## config.mk

```make
export PLATFORM = sky130hd
export DESIGN_NAME = ilpd_core
export DESIGN_NICKNAME = d
export VERILOG_FILES = /design/src/common/ilpd_pkg.sv /design/src/hw/ilpd_core.sv
export SDC_FILE = /design/constraint.sdc
export NUM_CORES = 1
export LEC_CHECK = 0
export ABC_AREA = 1
export BUFFER_PORTS_ARGS = -buffer_cell sky130_fd_sc_hd__buf_2
export CORE_MARGIN = 4
export CORE_UTILIZATION = 40
export CTS_BUF_LIST = sky130_fd_sc_hd__clkbuf_8
export DETAILED_ROUTE_END_ITERATION = 8
export PLACE_DENSITY = 0.7
export REMOVE_ABC_BUFFERS = 1
export SLEW_MARGIN = 20
export SYNTH_ARGS = -nofsm -noshare
export SYNTH_HDL_FRONTEND = slang
export SYNTH_SLANG_ARGS = --single-unit
```

## constraint.sdc

```tcl
create_clock -name sys_clk_i -period 1.7 [get_ports sys_clk_i]
set_clock_uncertainty 0.05 [all_clocks]
set_input_delay 0.17 -clock sys_clk_i [delete_from_list [all_inputs] [get_ports sys_clk_i]]
set_output_delay 0.17 -clock sys_clk_i [all_outputs]
set_load 0.05 [all_outputs]
```

## src/common/ilpd_pkg.sv

```systemverilog
package ilpd_pkg;
  // ---------------------------------------------------------------
  // Widths
  // ---------------------------------------------------------------
  localparam int INSN_W = 10;
  localparam int NIB_W = 4;
  localparam int BANK_W = 2;
  localparam int PC_W = 13;

  // ---------------------------------------------------------------
  // Opcode patterns and field positions
  // ---------------------------------------------------------------
  localparam logic [INSN_W-1:0] OPC_NOP = 10'h000;
  localparam logic [INSN_W-1:0] OPC_PORT0 = 10'h221;
  localparam logic [INSN_W-1:0] OPC_PORT1 = 10'h222;
  localparam logic [5:0] OPC_LA_HI = 6'h07;
  localparam logic [1:0] OPC_LXY_HI = 2'h3;
  localparam logic [7:0] OPC_LZ_HI = 8'h12;
  localparam int IMM_LO = 0;
  localparam int X_LO = 4;
  localparam logic [PC_W-1:0] PC_STEP = 13'h0001;
  localparam logic [PC_W-1:0] PC_RST = 13'h0000;
  localparam logic [NIB_W-1:0] NIB_RST = 4'h0;
  localparam logic [BANK_W-1:0] BANK_RST = 2'h0;

  // ---------------------------------------------------------------
  // Decoded classes
  // ---------------------------------------------------------------
  typedef enum logic [2:0] {
    ILPD_OTHER = 3'b000,
    ILPD_NOP = 3'b001,
    ILPD_LOAD_WORK = 3'b010,
    ILPD_LOAD_PAIR = 3'b011,
    ILPD_LOAD_BANK = 3'b100,
    ILPD_PORT0 = 3'b101,
    ILPD_PORT1 = 3'b110
  } ilpd_class_t;
endpackage : ilpd_pkg

```

## src/hw/ilpd_core.sv

```systemverilog
// Notes on behaviour
// - Immediate load writes the 4-bit value into the work register.
// - In a run of immediate loads only the first executes.
// - Pointer-pair load puts high nibble in column, low nibble in file pointer.
// - In a run of pointer-pair loads only the first executes.
// - Bank-select load writes the 2-bit immediate into the bank register.
// - All-zero word only advances the program counter by one.
// - Port-zero output copies the work register onto port zero.
// - Port-one output copies the work register onto port one.
module ilpd_core (
  input wire logic sys_clk_i,
  input wire logic rst_n_i,
  input wire logic [ilpd_pkg::INSN_W-1:0] insn_i,
  output logic [ilpd_pkg::PC_W-1:0] program_counter_o,
  output logic [ilpd_pkg::NIB_W-1:0] work_reg_o,
  output logic [ilpd_pkg::NIB_W-1:0] column_ptr_o,
  output logic [ilpd_pkg::NIB_W-1:0] file_ptr_o,
  output logic [ilpd_pkg::BANK_W-1:0] bank_sel_o,
  output logic [ilpd_pkg::NIB_W-1:0] output_port_zero_o,
  output logic [ilpd_pkg::NIB_W-1:0] output_port_one_o,
  output logic skipped_o
);
  import ilpd_pkg::*;

  // ---------------------------------------------------------------
  // Decode
  // ---------------------------------------------------------------
  // The word comes from program memory on this clock, so no synchroniser.
  function automatic ilpd_class_t classify(input logic [INSN_W-1:0] w);
    if (w == OPC_NOP) begin
      return ILPD_NOP;
    end else if (w == OPC_PORT0) begin
      return ILPD_PORT0;
    end else if (w == OPC_PORT1) begin
      return ILPD_PORT1;
    end else if (w[INSN_W-1 -: $bits(OPC_LA_HI)] == OPC_LA_HI) begin
      return ILPD_LOAD_WORK;
    end else if (w[INSN_W-1 -: $bits(OPC_LXY_HI)] == OPC_LXY_HI) begin
      return ILPD_LOAD_PAIR;
    end else if (w[INSN_W-1 -: $bits(OPC_LZ_HI)] == OPC_LZ_HI) begin
      return ILPD_LOAD_BANK;
    end else begin
      return ILPD_OTHER;
    end
  endfunction : classify

  ilpd_class_t cls;
  ilpd_class_t prev_cls;
  ilpd_class_t next_prev_cls;
  logic skip_now;
  logic [PC_W-1:0] pc;
  logic [PC_W-1:0] next_pc;
  logic [NIB_W-1:0] work;
  logic [NIB_W-1:0] next_work;
  logic [NIB_W-1:0] col;
  logic [NIB_W-1:0] next_col;
  logic [NIB_W-1:0] fil;
  logic [NIB_W-1:0] next_fil;
  logic [BANK_W-1:0] bank;
  logic [BANK_W-1:0] next_bank;
  logic [NIB_W-1:0] port0;
  logic [NIB_W-1:0] next_port0;
  logic [NIB_W-1:0] port1;
  logic [NIB_W-1:0] next_port1;
  logic skipped;
  logic next_skipped;

  assign cls = classify(insn_i);

  // ---------------------------------------------------------------
  // Execute
  // ---------------------------------------------------------------
  always_comb begin
    next_pc = pc + PC_STEP;
    next_work = work;
    next_col = col;
    next_fil = fil;
    next_bank = bank;
    next_port0 = port0;
    next_port1 = port1;
    next_prev_cls = cls;
    // Run detection: an immediate or pointer-pair load that follows a load of the same kind is skipped.
    skip_now = 1'b0;
    if (cls == ILPD_LOAD_WORK && prev_cls == ILPD_LOAD_WORK) begin
      skip_now = 1'b1;
    end
    if (cls == ILPD_LOAD_PAIR && prev_cls == ILPD_LOAD_PAIR) begin
      skip_now = 1'b1;
    end
    next_skipped = skip_now;
    if (!skip_now) begin
      case (cls)
        ILPD_LOAD_WORK: begin
          next_work = insn_i[IMM_LO +: NIB_W];
        end
        ILPD_LOAD_PAIR: begin
          next_col = insn_i[X_LO +: NIB_W];
          next_fil = insn_i[IMM_LO +: NIB_W];
        end
        ILPD_LOAD_BANK: begin
          next_bank = insn_i[IMM_LO +: BANK_W];
        end
        ILPD_PORT0: begin
          next_port0 = work;
        end
        ILPD_PORT1: begin
          next_port1 = work;
        end
        ILPD_NOP: begin
        end
        default: begin
        end
      endcase
    end
  end

  always_ff @(posedge sys_clk_i) begin
    if (!rst_n_i) begin
      pc <= PC_RST;
      work <= NIB_RST;
      col <= NIB_RST;
      fil <= NIB_RST;
      bank <= BANK_RST;
      port0 <= NIB_RST;
      port1 <= NIB_RST;
      prev_cls <= ILPD_OTHER;
      skipped <= 1'b0;
    end else begin
      pc <= next_pc;
      work <= next_work;
      col <= next_col;
      fil <= next_fil;
      bank <= next_bank;
      port0 <= next_port0;
      port1 <= next_port1;
      prev_cls <= next_prev_cls;
      skipped <= next_skipped;
    end
  end

  assign program_counter_o = pc;
  assign work_reg_o = work;
  assign column_ptr_o = col;
  assign file_ptr_o = fil;
  assign bank_sel_o = bank;
  assign output_port_zero_o = port0;
  assign output_port_one_o = port1;
  assign skipped_o = skipped;

  // ---------------------------------------------------------------
  // Assertions
  // ---------------------------------------------------------------
  // Antecedents also need reset high as sampled, because at the last reset edge the
  // registers are still cleared while the release is already visible to disable iff.
  property p_load_work;
    @(posedge sys_clk_i) disable iff (!rst_n_i)
    (rst_n_i && cls == ILPD_LOAD_WORK && prev_cls != ILPD_LOAD_WORK) |=>
      work == $past(insn_i[IMM_LO +: NIB_W]);
  endproperty
  a_load_work: assert property (p_load_work) else $error("work load wrong");

  property p_skip_work;
    @(posedge sys_clk_i) disable iff (!rst_n_i)
    (rst_n_i && cls == ILPD_LOAD_WORK && prev_cls == ILPD_LOAD_WORK) |=>
      $stable(work) && skipped;
  endproperty
  a_skip_work: assert property (p_skip_work) else $error("repeat load ran");

  property p_load_pair;
    @(posedge sys_clk_i) disable iff (!rst_n_i)
    (rst_n_i && cls == ILPD_LOAD_PAIR && prev_cls != ILPD_LOAD_PAIR) |=>
      col == $past(insn_i[X_LO +: NIB_W]) && fil == $past(insn_i[IMM_LO +: NIB_W]);
  endproperty
  a_load_pair: assert property (p_load_pair) else $error("pair load wrong");

  property p_skip_pair;
    @(posedge sys_clk_i) disable iff (!rst_n_i)
    (rst_n_i && cls == ILPD_LOAD_PAIR && prev_cls == ILPD_LOAD_PAIR) |=>
      $stable(col) && $stable(fil) && skipped;
  endproperty
  a_skip_pair: assert property (p_skip_pair) else $error("repeat pair ran");

  property p_load_bank;
    @(posedge sys_clk_i) disable iff (!rst_n_i)
    rst_n_i && cls == ILPD_LOAD_BANK |=> bank == $past(insn_i[IMM_LO +: BANK_W]);
  endproperty
  a_load_bank: assert property (p_load_bank) else $error("bank load wrong");

  property p_nop;
    @(posedge sys_clk_i) disable iff (!rst_n_i)
    rst_n_i && cls == ILPD_NOP |=> pc == $past(pc) + PC_STEP && $stable(work) && $stable(bank)
      && $stable(col) && $stable(fil) && $stable(port0) && $stable(port1);
  endproperty
  a_nop: assert property (p_nop) else $error("nop changed state");

  property p_port0;
    @(posedge sys_clk_i) disable iff (!rst_n_i)
    rst_n_i && cls == ILPD_PORT0 |=>
      output_port_zero_o == $past(work) && $stable(output_port_one_o);
  endproperty
  a_port0: assert property (p_port0) else $error("port zero wrong");

  property p_port1;
    @(posedge sys_clk_i) disable iff (!rst_n_i)
    rst_n_i && cls == ILPD_PORT1 |=>
      output_port_one_o == $past(work) && $stable(output_port_zero_o);
  endproperty
  a_port1: assert property (p_port1) else $error("port one wrong");

  property p_pc_step;
    @(posedge sys_clk_i) disable iff (!rst_n_i)
    $past(rst_n_i) |-> pc == $past(pc) + PC_STEP;
  endproperty
  a_pc_step: assert property (p_pc_step) else $error("pc did not step");

  c_work_run: cover property (@(posedge sys_clk_i) disable iff (!rst_n_i)
    cls == ILPD_LOAD_WORK ##1 cls == ILPD_LOAD_WORK ##1 cls == ILPD_LOAD_WORK);
  c_pair_run: cover property (@(posedge sys_clk_i) disable iff (!rst_n_i)
    cls == ILPD_LOAD_PAIR ##1 cls == ILPD_LOAD_PAIR);
  c_load_out: cover property (@(posedge sys_clk_i) disable iff (!rst_n_i)
    cls == ILPD_LOAD_WORK ##1 cls == ILPD_PORT1);
endmodule : ilpd_core

```

==> flow_summary.ini <==
[yosys]
synth_top_family_by_area = simple AND/OR/NAND/NOR gates
synthTopCellsByArea = sky130_fd_sc_hd__dfxtp_1 (42%), sky130_fd_sc_hd__nand2_1 (10%), sky130_fd_sc_hd__nor2_1 (9.8%)
synthMuxAreaShare = 0
synth.yosys.seq_area_share = 0.424
xor_and_xnor_fraction_of_the_mapped_netlist_area = 0.0143
share_of_the_synthesized_area_in_compound_gates_ao_oa_aoi_oai = 0.0638
post_synth_top_cells = sky130_fd_sc_hd__nand2_1 (51), sky130_fd_sc_hd__nor2_1 (48), sky130_fd_sc_hd__inv_1 (45), sky130_fd_sc_hd__dfxtp_1 (39), sky130_fd_sc_hd__o21ai_0 (13)
synth_cell_types = 25
synth_cells = 263
ys_dominant_reg_cell = sky130_fd_sc_hd__dfxtp_1
synth_async_sr_flop_share = 0
area_share_of_the_leading_cell_type_in_the_synthesized_netlist = 0.424
synth_seq_cells = 39
synthesis.area_um2 = 1840
yosysMostFrequentCell = sky130_fd_sc_hd__nand2_1
synth-edff-count = 0
syn_avg_cell_area_um2 = 7.01
synth-warning-count = 0
synth_fa_ha_area_frac = 0.00679
netlist.top_cell.by_area = sky130_fd_sc_hd__dfxtp_1
post_synth_and_or_nand_nor_area_fraction = 0.376

[critical_path]
endpoint_of_the_worst_slack_reg_to_reg_timing_path = program_counter_o[10]$_SDFF_PN0_
critical-path-top-cell-by-count = sky130_fd_sc_hd__nor2_4
slowest_delay_ns = 0.38
depth_of_the_worst_register_to_register_path = 9
cp.required_ns = 1.88
cp_slowest_cell = sky130_fd_sc_hd__dfxtp_1
critical_path.endpoint_type = flip-flop
critPathKind = flip-flop to flip-flop
worstSetupStartpointType = flip-flop
regToRegStartpoint = program_counter_o[0]$_SDFF_PN0_
critical_path_peak_fanout = 7
cells_traversed_along_the_worst_timing_path = ha_1 > nand2_2 > nor2_4 > nand2_4 > nor2_4 > nand3_2 > nand2_1 > inv_1 > nor2_1
cp.arrival_ns = 1.57
worst-r2r-setup-slack_ns = 0.31

[floorplan]
die_x_um = 75.9
floorplan.core_area_um2 = 4410
fp.dieH_um = 75.9
placementRows = 24
initial_cell_density_of_the_core = 0.418
boundaryPins = 48
die_area_um2 = 5760

[clocking]
clk_transition_reported_paths_ns = 0.08
clk_root_buffer_cell = sky130_fd_sc_hd__clkbuf_8
clock_tree.htree_level_count = 2
worst_skew_pair.late_latency_ns = 0.29
cts_hold_buf = 0
cts_num_sinks = 39
cts_inserted_buffers = 5
postCtsResizedCells = 0
cts_post_setup_buffers_inserted = 0
cts_tree = built
ctsLongestPathBuffers = 2

[placed_design]
gpl.final_weighted_congestion = 0.773
hpwl_um = 2990
placement.io_buffers = 47

[pwr]
power.switching_fraction = 0.273
peakVddDrop_v = 0.000400
static-leakage-power_nw = 1.16
switching_power_uw = 513
p_comb_frac = 0.121
power_per_cell_area_nw_per_um2 = 840
internal-power_mw = 1.37
pwr-share-clk = 0.373
pwr-share-seq = 0.506

[global_routing]
grt.total_usage = 0.151
first_global_vias = 1515
wire_length_of_the_first_global_routing_pass_um = 6670
total_congestion_overflow = 0
initial_antenna_violation_count = 0
grt_max_degree = 25

[sta]
final-setup-viol-count = 0
fin_crit_sh = 0.816
layout_min_cycle_time_ns = 1.39
worst_slew_pin_slew_ns = 0.367
final-max-slew-violation-count = 0
grt_setup_unrepaired = false
timing.fmax_ghz = 0.721
final-hold-violation-count = 0
fin_tns_setup_ns = 0
hold_ws_ns = 0.0740
max_slew_margin = 0.755

[min_path]
worstHoldPathType = input port to flip-flop
hold_depth = 3
timing.hold.worst.start = insn_i[2]
worst_hold_path.endpoint = work_reg_o[2]$_SDFFE_PN0P_

[detailed_routing]
ant_nets = 0
routed_wl_um = 3920
vias = 1702
vias_per_cell = 4.64
drt_pass1_iterations = 4
1st_iter_drt_viols = 73
wl_per_cell_um = 10.7
post-route-drc-count = 0

[finish]
n_antenna_cell = 0
fin_nets = 327
final_layout_size_suffix_gt1_frac = 0.251
flow.area_growth_from_synthesis_pct = 21.4

[run_status]
outcome = complete, no violations

[run]
timing.max_cap.violations = 0
## how the worst max path moves through the flow
stage                     depth (start not counted)                       startpoint                          endpoint  slack (ns)
after floorplan                                   9  program_counter_o[0]$_SDFF_PN0_  program_counter_o[10]$_SDFF_PN0_        0.03
after global placement                            9  program_counter_o[0]$_SDFF_PN0_  program_counter_o[10]$_SDFF_PN0_        0.42
after detailed placement                          9  program_counter_o[0]$_SDFF_PN0_  program_counter_o[10]$_SDFF_PN0_        0.34
after CTS                                         9  program_counter_o[0]$_SDFF_PN0_  program_counter_o[10]$_SDFF_PN0_        0.31
after global routing                              9  program_counter_o[0]$_SDFF_PN0_  program_counter_o[10]$_SDFF_PN0_        0.15
final                                             9  program_counter_o[0]$_SDFF_PN0_  program_counter_o[10]$_SDFF_PN0_        0.31
## stage by stage
step / std cells / setup WS [ns] / total power [mW] / instance area, µm² / util
2_1_floorplan: 259 / 0.0285 / 1.13 / 1830 / -
3_3_place_gp: 359 / 0.415 / 1.20 / 2130 / 0.483
4_1_cts: 367 / 0.310 / 1.90 / 2240 / 0.507
5_1_grt: 367 / 0.146 / 1.97 / 2240 / 0.507
6_report: 367 / 0.313 / 1.88 / 2240 / 0.507
3_5_place_dp: 359 / 0.345 / 1.20 / 2130 / 0.483
## critical path, delay by kind of cell (launching register included)
kind,cells,cell delay [ns]
buffers and inverters,1,0.04
adder cells (fa/ha/maj),1,0.20
flip-flops,1,0.38
AND/OR/NAND/NOR,7,0.67
## flip-flops by register name (all words and copies together) (netlist names)
register,count
output_port_one_o,4
prev_cls,3
skipped_o,1
bank_sel_o,2
work_reg_o,4
file_ptr_o,4
program_counter_o,13
column_ptr_o,4
output_port_zero_o,4
## cells in the final DEF, fill, tap and decap left out, drive strengths merged
cell type / netlist / final
a21oi: 9 / 9
nand2: 57 / 57
clkinvlp: 0 / 1
clkinv: 3 / 3
dfxtp: 39 / 39
ha: 1 / 1
nand3b: 2 / 2
buf: 2 / 48
nor3: 6 / 6
nand3: 12 / 12
nand4: 10 / 10
xnor2: 2 / 2
clkbuf: 2 / 7
nor2: 54 / 54
o21ai: 13 / 13
xor2: 1 / 1
o21a: 1 / 1
inv: 49 / 49
## kinds of logic (layout without fill, tap and decap cells)
family	after synthesis	count (layout)
and+or+nand+nor	141	141
buffers and inverters	56	108
DFF	39	39
AOI/OAI and AO/OA	23	23
xor gates and xnor gates	3	3
adders and majority gates	1	1
## per-layer routing
metal | track usage | part of all wire
met5 | 0 | 0
met4 | 0.0699 | 0.021
met3 | 0.0303 | 0.045
met2 | 0.236 | 0.45
met1 | 0.200 | 0.48
## power by group through the flow
stage,Combinational [mW],Sequential (mW),Clock (mW)
after global placement,0.229,0.970,0
final,0.228,0.950,0.701
after global routing,0.253,0.954,0.760
after CTS,0.230,0.950,0.722
after floorplan,0.0905,1.04,0
after detailed placement,0.229,0.971,0
## area by class of cell
cell class | instances | area (µm²)
fill | 450 | 2180
multi-input combinational | 168 | 850
sequential | 39 | 781
timing repair buffer | 48 | 243
inverter | 52 | 195
clock buffer | 7 | 96.3
tap | 52 | 65.1
clock inverter | 1 | 7.51
(Power assumes the default switching activity.)
